==> src/hw/blsb_consts.svh <==
`ifndef BLSB_CONSTS_SVH
`define BLSB_CONSTS_SVH

`define BLSB_RESULT_RESET 8'h00
`define BLSB_CARRY_RESET  1'b0
`define BLSB_ZERO_RESET   1'b0
`define BLSB_BIT_MSB      3'h7
`define BLSB_BIT_LSB      3'h0
`define BLSB_LATENCY      1

`endif

==> src/hw/blsb_pkg.sv <==
package blsb_pkg;

  typedef enum logic [4:0] {
    BLSB_OP_NOP,
    BLSB_OP_AND,
    BLSB_OP_OR,
    BLSB_OP_XOR,
    BLSB_OP_NOT,
    BLSB_OP_ARITH_SHIFT_LEFT,
    BLSB_OP_ARITH_SHIFT_RIGHT,
    BLSB_OP_LOGIC_SHIFT_LEFT,
    BLSB_OP_LOGIC_SHIFT_RIGHT,
    BLSB_OP_ROTATE_LEFT,
    BLSB_OP_ROTATE_RIGHT,
    BLSB_OP_ROTATE_LEFT_VIA_CARRY,
    BLSB_OP_ROTATE_RIGHT_VIA_CARRY,
    BLSB_OP_BIT_SET,
    BLSB_OP_BIT_CLEAR,
    BLSB_OP_BIT_INVERT,
    BLSB_OP_BIT_TEST,
    BLSB_OP_CARRY_AND_BIT,
    BLSB_OP_CARRY_AND_INVERTED_BIT,
    BLSB_OP_CARRY_OR_BIT,
    BLSB_OP_CARRY_OR_INVERTED_BIT,
    BLSB_OP_CARRY_XOR_BIT,
    BLSB_OP_CARRY_XOR_INVERTED_BIT,
    BLSB_OP_BIT_LOAD_TO_CARRY,
    BLSB_OP_INVERTED_BIT_LOAD_TO_CARRY,
    BLSB_OP_CARRY_STORE_TO_BIT,
    BLSB_OP_INVERTED_CARRY_STORE_TO_BIT
  } blsb_op_t;

  // request from the decoder/sequencer
  typedef struct packed {
    blsb_op_t    op;
    logic [7:0]  dest;        // destination register or memory byte
    logic [7:0]  source;      // source_register or immediate byte
    logic        use_imm;     // second operand / bit number from immediate
    logic [7:0]  imm;         // immediate byte; bit number in imm[2:0]
    logic        carry_in;    // condition_code_register carry
    logic        zero_in;     // condition_code_register zero
  } blsb_req_t;

  // answer to the register file / memory access and flag logic
  typedef struct packed {
    logic [7:0]  result;
    logic        result_we;   // result must be written back
    logic        carry;
    logic        carry_we;    // carry flag changed by this operation
    logic        zero;
    logic        zero_we;     // zero flag changed by this operation
    logic        illegal;     // register bit number on immediate-only op
  } blsb_rsp_t;

endpackage

==> src/hw/blsb_unit.sv <==
`timescale 1ns/10ps
`default_nettype none
`include "blsb_consts.svh"

module blsb_unit (
  input  wire logic              clk,
  input  wire logic              rst,
  input  wire logic              req_valid,
  input  wire blsb_pkg::blsb_req_t req,
  output var  logic              rsp_valid,
  output var  blsb_pkg::blsb_rsp_t rsp
);

  function automatic logic [7:0] bit_mask(input logic [2:0] pos);
    bit_mask = 8'h01 << pos;
  endfunction

  function automatic logic bit_pick(input logic [7:0] v,
                                    input logic [2:0] pos);
    bit_pick = v[pos];
  endfunction

  wire blsb_pkg::blsb_op_t op = req.op;
  wire logic [7:0] d  = req.dest;
  wire logic       c  = req.carry_in;

  // write one bit value into the masked position
  function automatic logic [7:0] put_bit(input logic [7:0] v,
                                         input logic [7:0] m,
                                         input logic       b);
    put_bit = b ? (v | m) : (v & ~m);
  endfunction

  // second operand for the byte logic group
  wire logic [7:0] opnd = req.use_imm ? req.imm : req.source;

  // bit number: immediate field or low bits of a register
  wire logic [2:0] bit_no =
    req.use_imm ? req.imm[2:0] : req.source[2:0];

  // byte logic decode
  wire logic is_and   = (op == blsb_pkg::BLSB_OP_AND);
  wire logic is_or    = (op == blsb_pkg::BLSB_OP_OR);
  wire logic is_xor   = (op == blsb_pkg::BLSB_OP_XOR);
  wire logic is_not   = (op == blsb_pkg::BLSB_OP_NOT);

  // shifts and rotates
  wire logic is_asl   = (op == blsb_pkg::BLSB_OP_ARITH_SHIFT_LEFT);
  wire logic is_asr   = (op == blsb_pkg::BLSB_OP_ARITH_SHIFT_RIGHT);
  wire logic is_lsl   = (op == blsb_pkg::BLSB_OP_LOGIC_SHIFT_LEFT);
  wire logic is_lsr   = (op == blsb_pkg::BLSB_OP_LOGIC_SHIFT_RIGHT);
  wire logic is_rol   = (op == blsb_pkg::BLSB_OP_ROTATE_LEFT);
  wire logic is_ror   = (op == blsb_pkg::BLSB_OP_ROTATE_RIGHT);
  wire logic is_rlc   = (op == blsb_pkg::BLSB_OP_ROTATE_LEFT_VIA_CARRY);
  wire logic is_rrc   = (op == blsb_pkg::BLSB_OP_ROTATE_RIGHT_VIA_CARRY);

  // single-bit byte operations
  wire logic is_bit_set_op  = (op == blsb_pkg::BLSB_OP_BIT_SET);
  wire logic is_bit_clear_op  = (op == blsb_pkg::BLSB_OP_BIT_CLEAR);
  wire logic is_binv  = (op == blsb_pkg::BLSB_OP_BIT_INVERT);
  wire logic is_bit_test_op  = (op == blsb_pkg::BLSB_OP_BIT_TEST);

  // carry flag boolean operations
  wire logic is_cand  = (op == blsb_pkg::BLSB_OP_CARRY_AND_BIT);
  wire logic is_candi = (op == blsb_pkg::BLSB_OP_CARRY_AND_INVERTED_BIT);
  wire logic is_cor   = (op == blsb_pkg::BLSB_OP_CARRY_OR_BIT);
  wire logic is_cori  = (op == blsb_pkg::BLSB_OP_CARRY_OR_INVERTED_BIT);
  wire logic is_cxor  = (op == blsb_pkg::BLSB_OP_CARRY_XOR_BIT);
  wire logic is_cxori = (op == blsb_pkg::BLSB_OP_CARRY_XOR_INVERTED_BIT);

  // carry load and store
  wire logic is_cld   = (op == blsb_pkg::BLSB_OP_BIT_LOAD_TO_CARRY);
  wire logic is_icld  =
    (op == blsb_pkg::BLSB_OP_INVERTED_BIT_LOAD_TO_CARRY);
  wire logic is_cst   = (op == blsb_pkg::BLSB_OP_CARRY_STORE_TO_BIT);
  wire logic is_icst  =
    (op == blsb_pkg::BLSB_OP_INVERTED_CARRY_STORE_TO_BIT);

  // inverted variants take their bit number from the immediate only
  wire logic imm_only_op =
    is_candi || is_cori || is_cxori || is_icld || is_icst;
  wire logic bad_src = imm_only_op && !req.use_imm;

  wire logic [7:0] mask = bit_mask(bit_no);
  wire logic       sel  = bit_pick(d, bit_no);

  // byte results
  wire logic [7:0] and_res = d & opnd;
  wire logic [7:0] or_res  = d | opnd;
  wire logic [7:0] xor_res = d ^ opnd;
  wire logic [7:0] not_res = ~d;
  wire logic [7:0] shl_res = {d[6:0], 1'b0};
  wire logic [7:0] asr_res = {d[7], d[7:1]};
  wire logic [7:0] lsr_res = {1'b0, d[7:1]};
  wire logic [7:0] rol_res = {d[6:0], d[7]};
  wire logic [7:0] ror_res = {d[0], d[7:1]};
  wire logic [7:0] rlc_res = {d[6:0], c};
  wire logic [7:0] rrc_res = {c, d[7:1]};
  wire logic [7:0] set_res = put_bit(d, mask, 1'b1);
  wire logic [7:0] clr_res = put_bit(d, mask, 1'b0);
  wire logic [7:0] inv_res = d ^ mask;
  wire logic [7:0] st_res  = put_bit(d, mask, c);
  wire logic [7:0] ist_res = put_bit(d, mask, ~c);

  // bits leaving the byte at either end
  wire logic msb_out = d[7];
  wire logic lsb_out = d[0];

  // carry results of the flag operations
  wire logic cand_c  = c & sel;
  wire logic candi_c = c & ~sel;
  wire logic cor_c   = c | sel;
  wire logic cori_c  = c | ~sel;
  wire logic cxor_c  = c ^ sel;
  wire logic cxori_c = c ^ ~sel;
  wire logic cld_c   = sel;
  wire logic icld_c  = ~sel;

  // zero flag of the bit test
  wire logic test_zero = ~sel;

  // operations that write the byte back
  wire logic res_group =
    is_and ||
    is_or ||
    is_xor ||
    is_not ||
    is_asl ||
    is_asr ||
    is_lsl ||
    is_lsr ||
    is_rol ||
    is_ror ||
    is_rlc ||
    is_rrc ||
    is_bit_set_op ||
    is_bit_clear_op ||
    is_binv ||
    is_cst ||
    is_icst;

  // operations that change the carry flag
  wire logic car_group =
    is_asl ||
    is_asr ||
    is_lsl ||
    is_lsr ||
    is_rol ||
    is_ror ||
    is_rlc ||
    is_rrc ||
    is_cand ||
    is_candi ||
    is_cor ||
    is_cori ||
    is_cxor ||
    is_cxori ||
    is_cld ||
    is_icld;

  // operations that change the zero flag
  wire logic zero_group = is_bit_test_op;

  // a refused request writes nothing back
  wire logic next_result_we = res_group && !bad_src;
  wire logic next_carry_we  = car_group && !bad_src;

  logic [7:0]          next_result;
  logic                next_carry;
  blsb_pkg::blsb_rsp_t next_rsp;

  // per-operation byte and carry
  always_comb begin
    next_result = 8'h00;
    next_carry  = c;
    case (op)
      blsb_pkg::BLSB_OP_NOP: begin
        next_result = 8'h00;
        next_carry  = c;
      end

      // byte logic
      blsb_pkg::BLSB_OP_AND: begin
        next_result = and_res;
        next_carry  = c;
      end
      blsb_pkg::BLSB_OP_OR: begin
        next_result = or_res;
        next_carry  = c;
      end
      blsb_pkg::BLSB_OP_XOR: begin
        next_result = xor_res;
        next_carry  = c;
      end
      blsb_pkg::BLSB_OP_NOT: begin
        next_result = not_res;
        next_carry  = c;
      end

      // shifts and rotates
      blsb_pkg::BLSB_OP_ARITH_SHIFT_LEFT: begin
        next_result = shl_res;
        next_carry  = msb_out;
      end
      blsb_pkg::BLSB_OP_ARITH_SHIFT_RIGHT: begin
        next_result = asr_res;
        next_carry  = lsb_out;
      end
      blsb_pkg::BLSB_OP_LOGIC_SHIFT_LEFT: begin
        next_result = shl_res;
        next_carry  = msb_out;
      end
      blsb_pkg::BLSB_OP_LOGIC_SHIFT_RIGHT: begin
        next_result = lsr_res;
        next_carry  = lsb_out;
      end
      blsb_pkg::BLSB_OP_ROTATE_LEFT: begin
        next_result = rol_res;
        next_carry  = msb_out;
      end
      blsb_pkg::BLSB_OP_ROTATE_RIGHT: begin
        next_result = ror_res;
        next_carry  = lsb_out;
      end
      blsb_pkg::BLSB_OP_ROTATE_LEFT_VIA_CARRY: begin
        next_result = rlc_res;
        next_carry  = msb_out;
      end
      blsb_pkg::BLSB_OP_ROTATE_RIGHT_VIA_CARRY: begin
        next_result = rrc_res;
        next_carry  = lsb_out;
      end

      // single-bit byte operations
      blsb_pkg::BLSB_OP_BIT_SET: begin
        next_result = set_res;
        next_carry  = c;
      end
      blsb_pkg::BLSB_OP_BIT_CLEAR: begin
        next_result = clr_res;
        next_carry  = c;
      end
      blsb_pkg::BLSB_OP_BIT_INVERT: begin
        next_result = inv_res;
        next_carry  = c;
      end
      blsb_pkg::BLSB_OP_BIT_TEST: begin
        next_result = d;
        next_carry  = c;
      end

      // carry flag boolean operations
      blsb_pkg::BLSB_OP_CARRY_AND_BIT: begin
        next_result = 8'h00;
        next_carry  = cand_c;
      end
      blsb_pkg::BLSB_OP_CARRY_AND_INVERTED_BIT: begin
        next_result = 8'h00;
        next_carry  = candi_c;
      end
      blsb_pkg::BLSB_OP_CARRY_OR_BIT: begin
        next_result = 8'h00;
        next_carry  = cor_c;
      end
      blsb_pkg::BLSB_OP_CARRY_OR_INVERTED_BIT: begin
        next_result = 8'h00;
        next_carry  = cori_c;
      end
      blsb_pkg::BLSB_OP_CARRY_XOR_BIT: begin
        next_result = 8'h00;
        next_carry  = cxor_c;
      end
      blsb_pkg::BLSB_OP_CARRY_XOR_INVERTED_BIT: begin
        next_result = 8'h00;
        next_carry  = cxori_c;
      end

      // carry load and store
      blsb_pkg::BLSB_OP_BIT_LOAD_TO_CARRY: begin
        next_result = 8'h00;
        next_carry  = cld_c;
      end
      blsb_pkg::BLSB_OP_INVERTED_BIT_LOAD_TO_CARRY: begin
        next_result = 8'h00;
        next_carry  = icld_c;
      end
      blsb_pkg::BLSB_OP_CARRY_STORE_TO_BIT: begin
        next_result = st_res;
        next_carry  = c;
      end
      blsb_pkg::BLSB_OP_INVERTED_CARRY_STORE_TO_BIT: begin
        next_result = ist_res;
        next_carry  = c;
      end
      default: begin
        next_result = 8'h00;
        next_carry  = c;
      end
    endcase
  end

  // answer word; all fields zero while no request is present
  always_comb begin
    next_rsp = '0;
    if (req_valid) begin
      next_rsp.result    = next_result;
      next_rsp.result_we = next_result_we;
      // refused request keeps the incoming carry
      next_rsp.carry     = bad_src ? c : next_carry;
      next_rsp.carry_we  = next_carry_we;
      next_rsp.zero      = is_bit_test_op ? test_zero : req.zero_in;
      next_rsp.zero_we   = zero_group;
      next_rsp.illegal   = bad_src;
    end
  end

  always_ff @(posedge clk or posedge rst) begin
    if (rst) begin
      rsp_valid <= 1'b0;
      rsp       <= '0;
    end else begin
      rsp_valid <= req_valid;
      rsp       <= next_rsp;
    end
  end

endmodule // blsb_unit
`default_nettype wire

==> config.mk <==
export PLATFORM = sky130hd
export DESIGN_NAME = blsb_unit
export DESIGN_NICKNAME = d
export VERILOG_FILES = /design/src/hw/blsb_pkg.sv /design/src/hw/blsb_unit.sv
export VERILOG_INCLUDE_DIRS = /design/src /design/src/hw
export SDC_FILE = /design/constraint.sdc
export NUM_CORES = 1
export LEC_CHECK = 0
export BUFFER_PORTS_ARGS = -buffer_cell sky130_fd_sc_hd__buf_2
export CAP_MARGIN = 40
export CORE_ASPECT_RATIO = 1.1
export CORE_MARGIN = 5
export CORE_UTILIZATION = 57
export CTS_BUF_LIST = sky130_fd_sc_hd__clkbuf_4
export CTS_CLUSTER_SIZE = 12
export DETAILED_ROUTE_END_ITERATION = 8
export PLACE_DENSITY = 0.8
export SLEW_MARGIN = 40
export SYNTH_ARGS = -nofsm -noshare
export SYNTH_HDL_FRONTEND = slang
export SYNTH_SLANG_ARGS = --single-unit
==> constraint.sdc <==
create_clock -name clk -period 0.8 [get_ports clk]
set_input_delay 0.04 -clock clk [delete_from_list [all_inputs] [get_ports clk]]
set_output_delay 0.04 -clock clk [all_outputs]
set_load 0.05 [all_outputs]
==> metrics.txt, run 1 <==
Cell Rows=23; syn nets=between 300 and 400; Synth Register Bits=15; gate count of the mapped netlist=between 200 and 300; height of the chip=between 70 and 80 um; Setup WS pre-CTS=-1010 ps; GP Congestion=around 0.99; # IOs=50; clock buffer depth=2; syn avg cell area=between 7 and 8 sq um; Post-synth EDFFs=0; Area after DPL=around 3200 sq um; clock sink total=15; Synth Flop Type=dfrtp_1; Root Buffer=clkbuf_4; Err=[ERROR DPL-0038] Utilization greater than 100%, impossible to legalize; status=did not finish; Die X=a little under 70 um; Setup Buffers After CTS=15; initial core utilization=59.0%; CTS buffer count=3; CTS resizes=~120; YS warnings=0; # placed instances=between 400 and 500; Fail Step=clock tree synthesis; count of cell types in the netlist=63; async set-reset flop share out of synthesis=between 90% and 100%; post-synth design cell area=between 2000 and 2500 sq um; Post-CTS Hold Fix Bufs=1; sequential-to-total area share from yosys stat=approximately 17%; PortBufs=49; # H-tree levels=1; HPWL Detailed=just under 7000 um
[per-stage QoR]
step                hold WS (ps)  setup TNS (ps)  util, %
global placement            86.3          -10600     87.7
floorplan                  -58.5           -6660        -
detailed placement          94.9          -11240     87.7
[synth_stat cells (4+ instances only)]
cell type / instances / area [sq um]
nor2_1: 30 / 113
nand2_1: 24 / 90.1
dfrtp_1: 15 / 375
a21oi_1: 12 / 60.1
a31oi_1: 12 / 75.1
inv_1: 12 / 45.0
mux2_2: 11 / 124
o21ai_0: 11 / 55.1
buf_2: 10 / 50.1
nand3_1: 10 / 50.1
mux2i_1: 9 / 90.1
nor2b_1: 7 / 43.8
nor3_1: 7 / 35.0
o211ai_1: 7 / 52.6
o22ai_1: 7 / 43.8
nand2b_1: 6 / 37.5
nand3b_1: 6 / 45.0
a221oi_1: 5 / 43.8
and3_1: 5 / 31.3
buf_6: 5 / 56.3
a2111oi_0: 4 / 35.0
buf_4: 4 / 30.0
clkbuf_1: 4 / 15.0
nor3b_1: 4 / 30.0
or3_1: 4 / 25.0
xnor2_1: 4 / 35.0
[cell families after synthesis]
| kind of cell | count (synthesis) | synth area share [%] |
|---|---|---|
| muxes | 21 | 10.6 |
| DFF | 15 | 17.4 |
| and+or+nand+nor | 125 | 31.3 |
| xor gates and xnor gates | 6 | 2.78 |
| AOI/OAI and AO/OA | 86 | 28.4 |
| buffers and inverters | 38 | 9.63 |
==> inputs of run 2 (changes only) <==
Settings changed: CORE_ASPECT_RATIO 1.1 to default, CORE_UTILIZATION 57 to 40, CTS_BUF_LIST sky130_fd_sc_hd__clkbuf_4 to default, CTS_CLUSTER_SIZE 12 to default, PLACE_DENSITY 0.8 to default, PLACE_DENSITY_LB_ADDON from default to 0.15.
==> metrics.txt, run 2 <==
Antenna Violating Nets Remaining=0; YS warnings=0 (unchanged); critical path's most frequent cell=mux2i_1; Sequential Area=around 380 sq um; hold path cells=2; CP Data Required Time=roughly 930 ps; vias in the first global route=about 3,100; kind of end point of the critical path=register; Max FO, Critical Path=7; WHS Endpoint=rsp_valid; worst-margin pin slew=333 ps; status=complete, but fails checks (was did not finish); area of the multi-input gates=roughly 2000 sq um; die area=6960 sq um; final hold slack=between 30 and 40 ps; crit path kind=input pin to register; PwrDens=868 nW/um^2; startpoint types=input pin; most frequent cells in the layout=buf_4, buf_6, buf_2; clock buffer depth=2 (unchanged); Final #Nets=between 400 and 500; Area after DPL=3240 sq um (was 3210 sq um); GRT Total Usage=about a quarter; fmax=about 700 MHz; top flop regs=rsp (14), rsp_valid (1); Die X=83.4 um (was 68.7 um); synth cell count leaders=nor2_1, nand2_1, dfrtp_1 (unchanged); worst hold start=req_valid; worst path cell trace=buf_12 > buf_4 > mux2i_4 > mux2i_1 > a21oi_2 > a31oi_4 > mux2i_1 > o311a_1; failing checks=setup timing; Post-Route WL=9810 um; Setup WS post-layout=-624 ps; # placed instances=483 (was 458); Leakage=~1.8 nW; drt drc=0; Avg Vias per Cell=between 6 and 7; count of cell types in the netlist=63 (unchanged); Data arrival, critical path=1550 ps; Max transition margin=~77%; max FFs per register=14; via count=between 3,000 and 4,000; initial core utilization=41.7% (was 59.0%); Max stage delay on crit path=around 310 ps; DR pass1 iterations=5; core footprint=between 5000 and 6000 sq um; final non-filler cell total=between 500 and 600; fill count=304; height of the chip=83.4 um (was 74.5 um); Iter 0 DRT Violations=~240; count leader, synth=nor2_1 (unchanged); total power=between 3 and 4 mW; TritonCTS clock tree=yes; clock sink total=15 (unchanged); gate count of the mapped netlist=291 (unchanged); largest family of logic cells by synthesized area=simple AND/OR/NAND/NOR gates (unchanged); Most flops, register=rsp; most common cell after layout, fill and taps aside=buf_4; Root Buffer=clkbuf_8 (was clkbuf_4); min-delay worst type=input pin to register; # H-tree levels=1 (unchanged); sequential-to-total area share from yosys stat=17.4% (unchanged); RSZ-0062 raised after global routing=true; post-synth design cell area=2160 sq um (unchanged); Post-Synth XOR/XNOR Area=2.78% (unchanged); adder-cell share of the synthesized area=0% (unchanged); clock slew at reported path FFs=around 60 ps; Simple-Gate Fraction of Synth Area=31.3% (unchanged); mux contribution to synthesized area=10.6% (unchanged); proportion of layout cells with a drive suffix above 1=between 50% and 60%; min Tclk post-route=approximately 1400 ps; async set-reset flop share out of synthesis=100% (unchanged); Final Cell Area=4250 sq um; HPWL Detailed=6420 um (was 6720 um); post-synthesis compound-gate area fraction=28.4% (unchanged); n_diodes=0; Synth Register Bits=15 (unchanged); initial antenna violation count=0; WL per Instance=around 19 um; largest net degree at the start of global routing=16; PortBufs=49 (unchanged); Critical-path top delay cell=mux2i_1; final setup fails=27; Synth area leaders=dfrtp_1, mux2_2, nor2_1, mux2i_1, nand2_1 (unchanged); GP Congestion=0.943 (was 0.988); Synth area leader=dfrtp_1 (unchanged); Final Max Tran Viols=0; Synth Flop Type=dfrtp_1 (unchanged); # IOs=50 (unchanged); CTS buffer count=3 (unchanged); Setup WS pre-CTS=-1000 ps (was -1010 ps); syn avg cell area=7.41 sq um (unchanged); syn nets=326 (unchanged); Area Overhead vs Synth=96.8%; maximum VDD drop=roughly 0.75 mV; max cap viols=0; Cell Rows=26 (was 23); Post-synth EDFFs=0 (unchanged); Final Hold Viols=0; final worst-path cycle share=178%; share of the synthesized area in the top cell type=17.4% (unchanged); global-route wire length before repair=roughly 15,000 um; grt ovf=0
==> run 2: cell counts after synthesis <==
Identical to the previous run, type by type.
==> run 2: report_power, final <==
| part | internal (mW) | switching (mW) |
|---|---|---|
| Combinational | 1.15 | 1.12 |
| Clock | 0.352 | 0.241 |
| Sequential | 0.802 | 0.0199 |
==> run 2: cell families after synthesis <==
kind of cell / count (synthesis)
AOI/OAI and AO/OA: 86
xor gates and xnor gates: 6
buffers and inverters: 38
DFF: 15
muxes: 21
and+or+nand+nor: 125
==> run 2: worst max-delay path, delay by kind of cell <==
kind,cells,cell delay (ps)
AOI/OAI and AO/OA,3,670
muxes,3,600
buffers and inverters,2,240
==> run 2: cell type report <==
| class | count | share of cell area (%) |
|---|---|---|
| sequential | 15 | 8.84 |
| clock buffer | 4 | 1.06 |
| tap | 70 | 2.06 |
| timing repair buffer | 178 | 38.7 |
| inverter | 12 | 1.27 |
| multi-input combinational | 238 | 48.1 |
==> run 2: worst max path at each step <==
stage,depth (start not counted),startpoint,slack [ps],end
floorplan,7,req[31],-720,rsp[13]
global placement,7,req[10],-1000,rsp[4]
detailed placement,7,req[10],-1000,rsp[4]
CTS,8,req[10],-540,rsp[10]
global route,8,req[11],-680,rsp[4]
finish,8,req[11],-620,rsp[4]
==> run 2: routing by layer <==
metal	share of wire, %	wire [um]	global-route usage, %
met4	2.8	276	7.31
met5	0	0	0
met1	41	4070	33.3
met3	8.2	809	3.76
met2	47	4650	41.5
==> run 2: repair_timing <==
action                                  in CTS  in global routing
resized for setup                          110                 50
hold endpoints to repair                    15                  0
hold buffers                                 1                  0
setup buffers                               20                  8
endpoints found under the setup margin      29                 44
pin swaps                                   37                 24
gates cloned                                 2                  1
==> run 2: per-stage QoR <==
step	utilization (%)	TNS [ps]
5_1_grt	82.1	-7220
3_3_place_gp	62.7	-11370
6_report	82.1	-6310
4_1_cts	75.7	-5600
2_1_floorplan	-	-6660
3_5_place_dp	62.7	-11510
No activity file was read; power rests on OpenSTA's default activity.
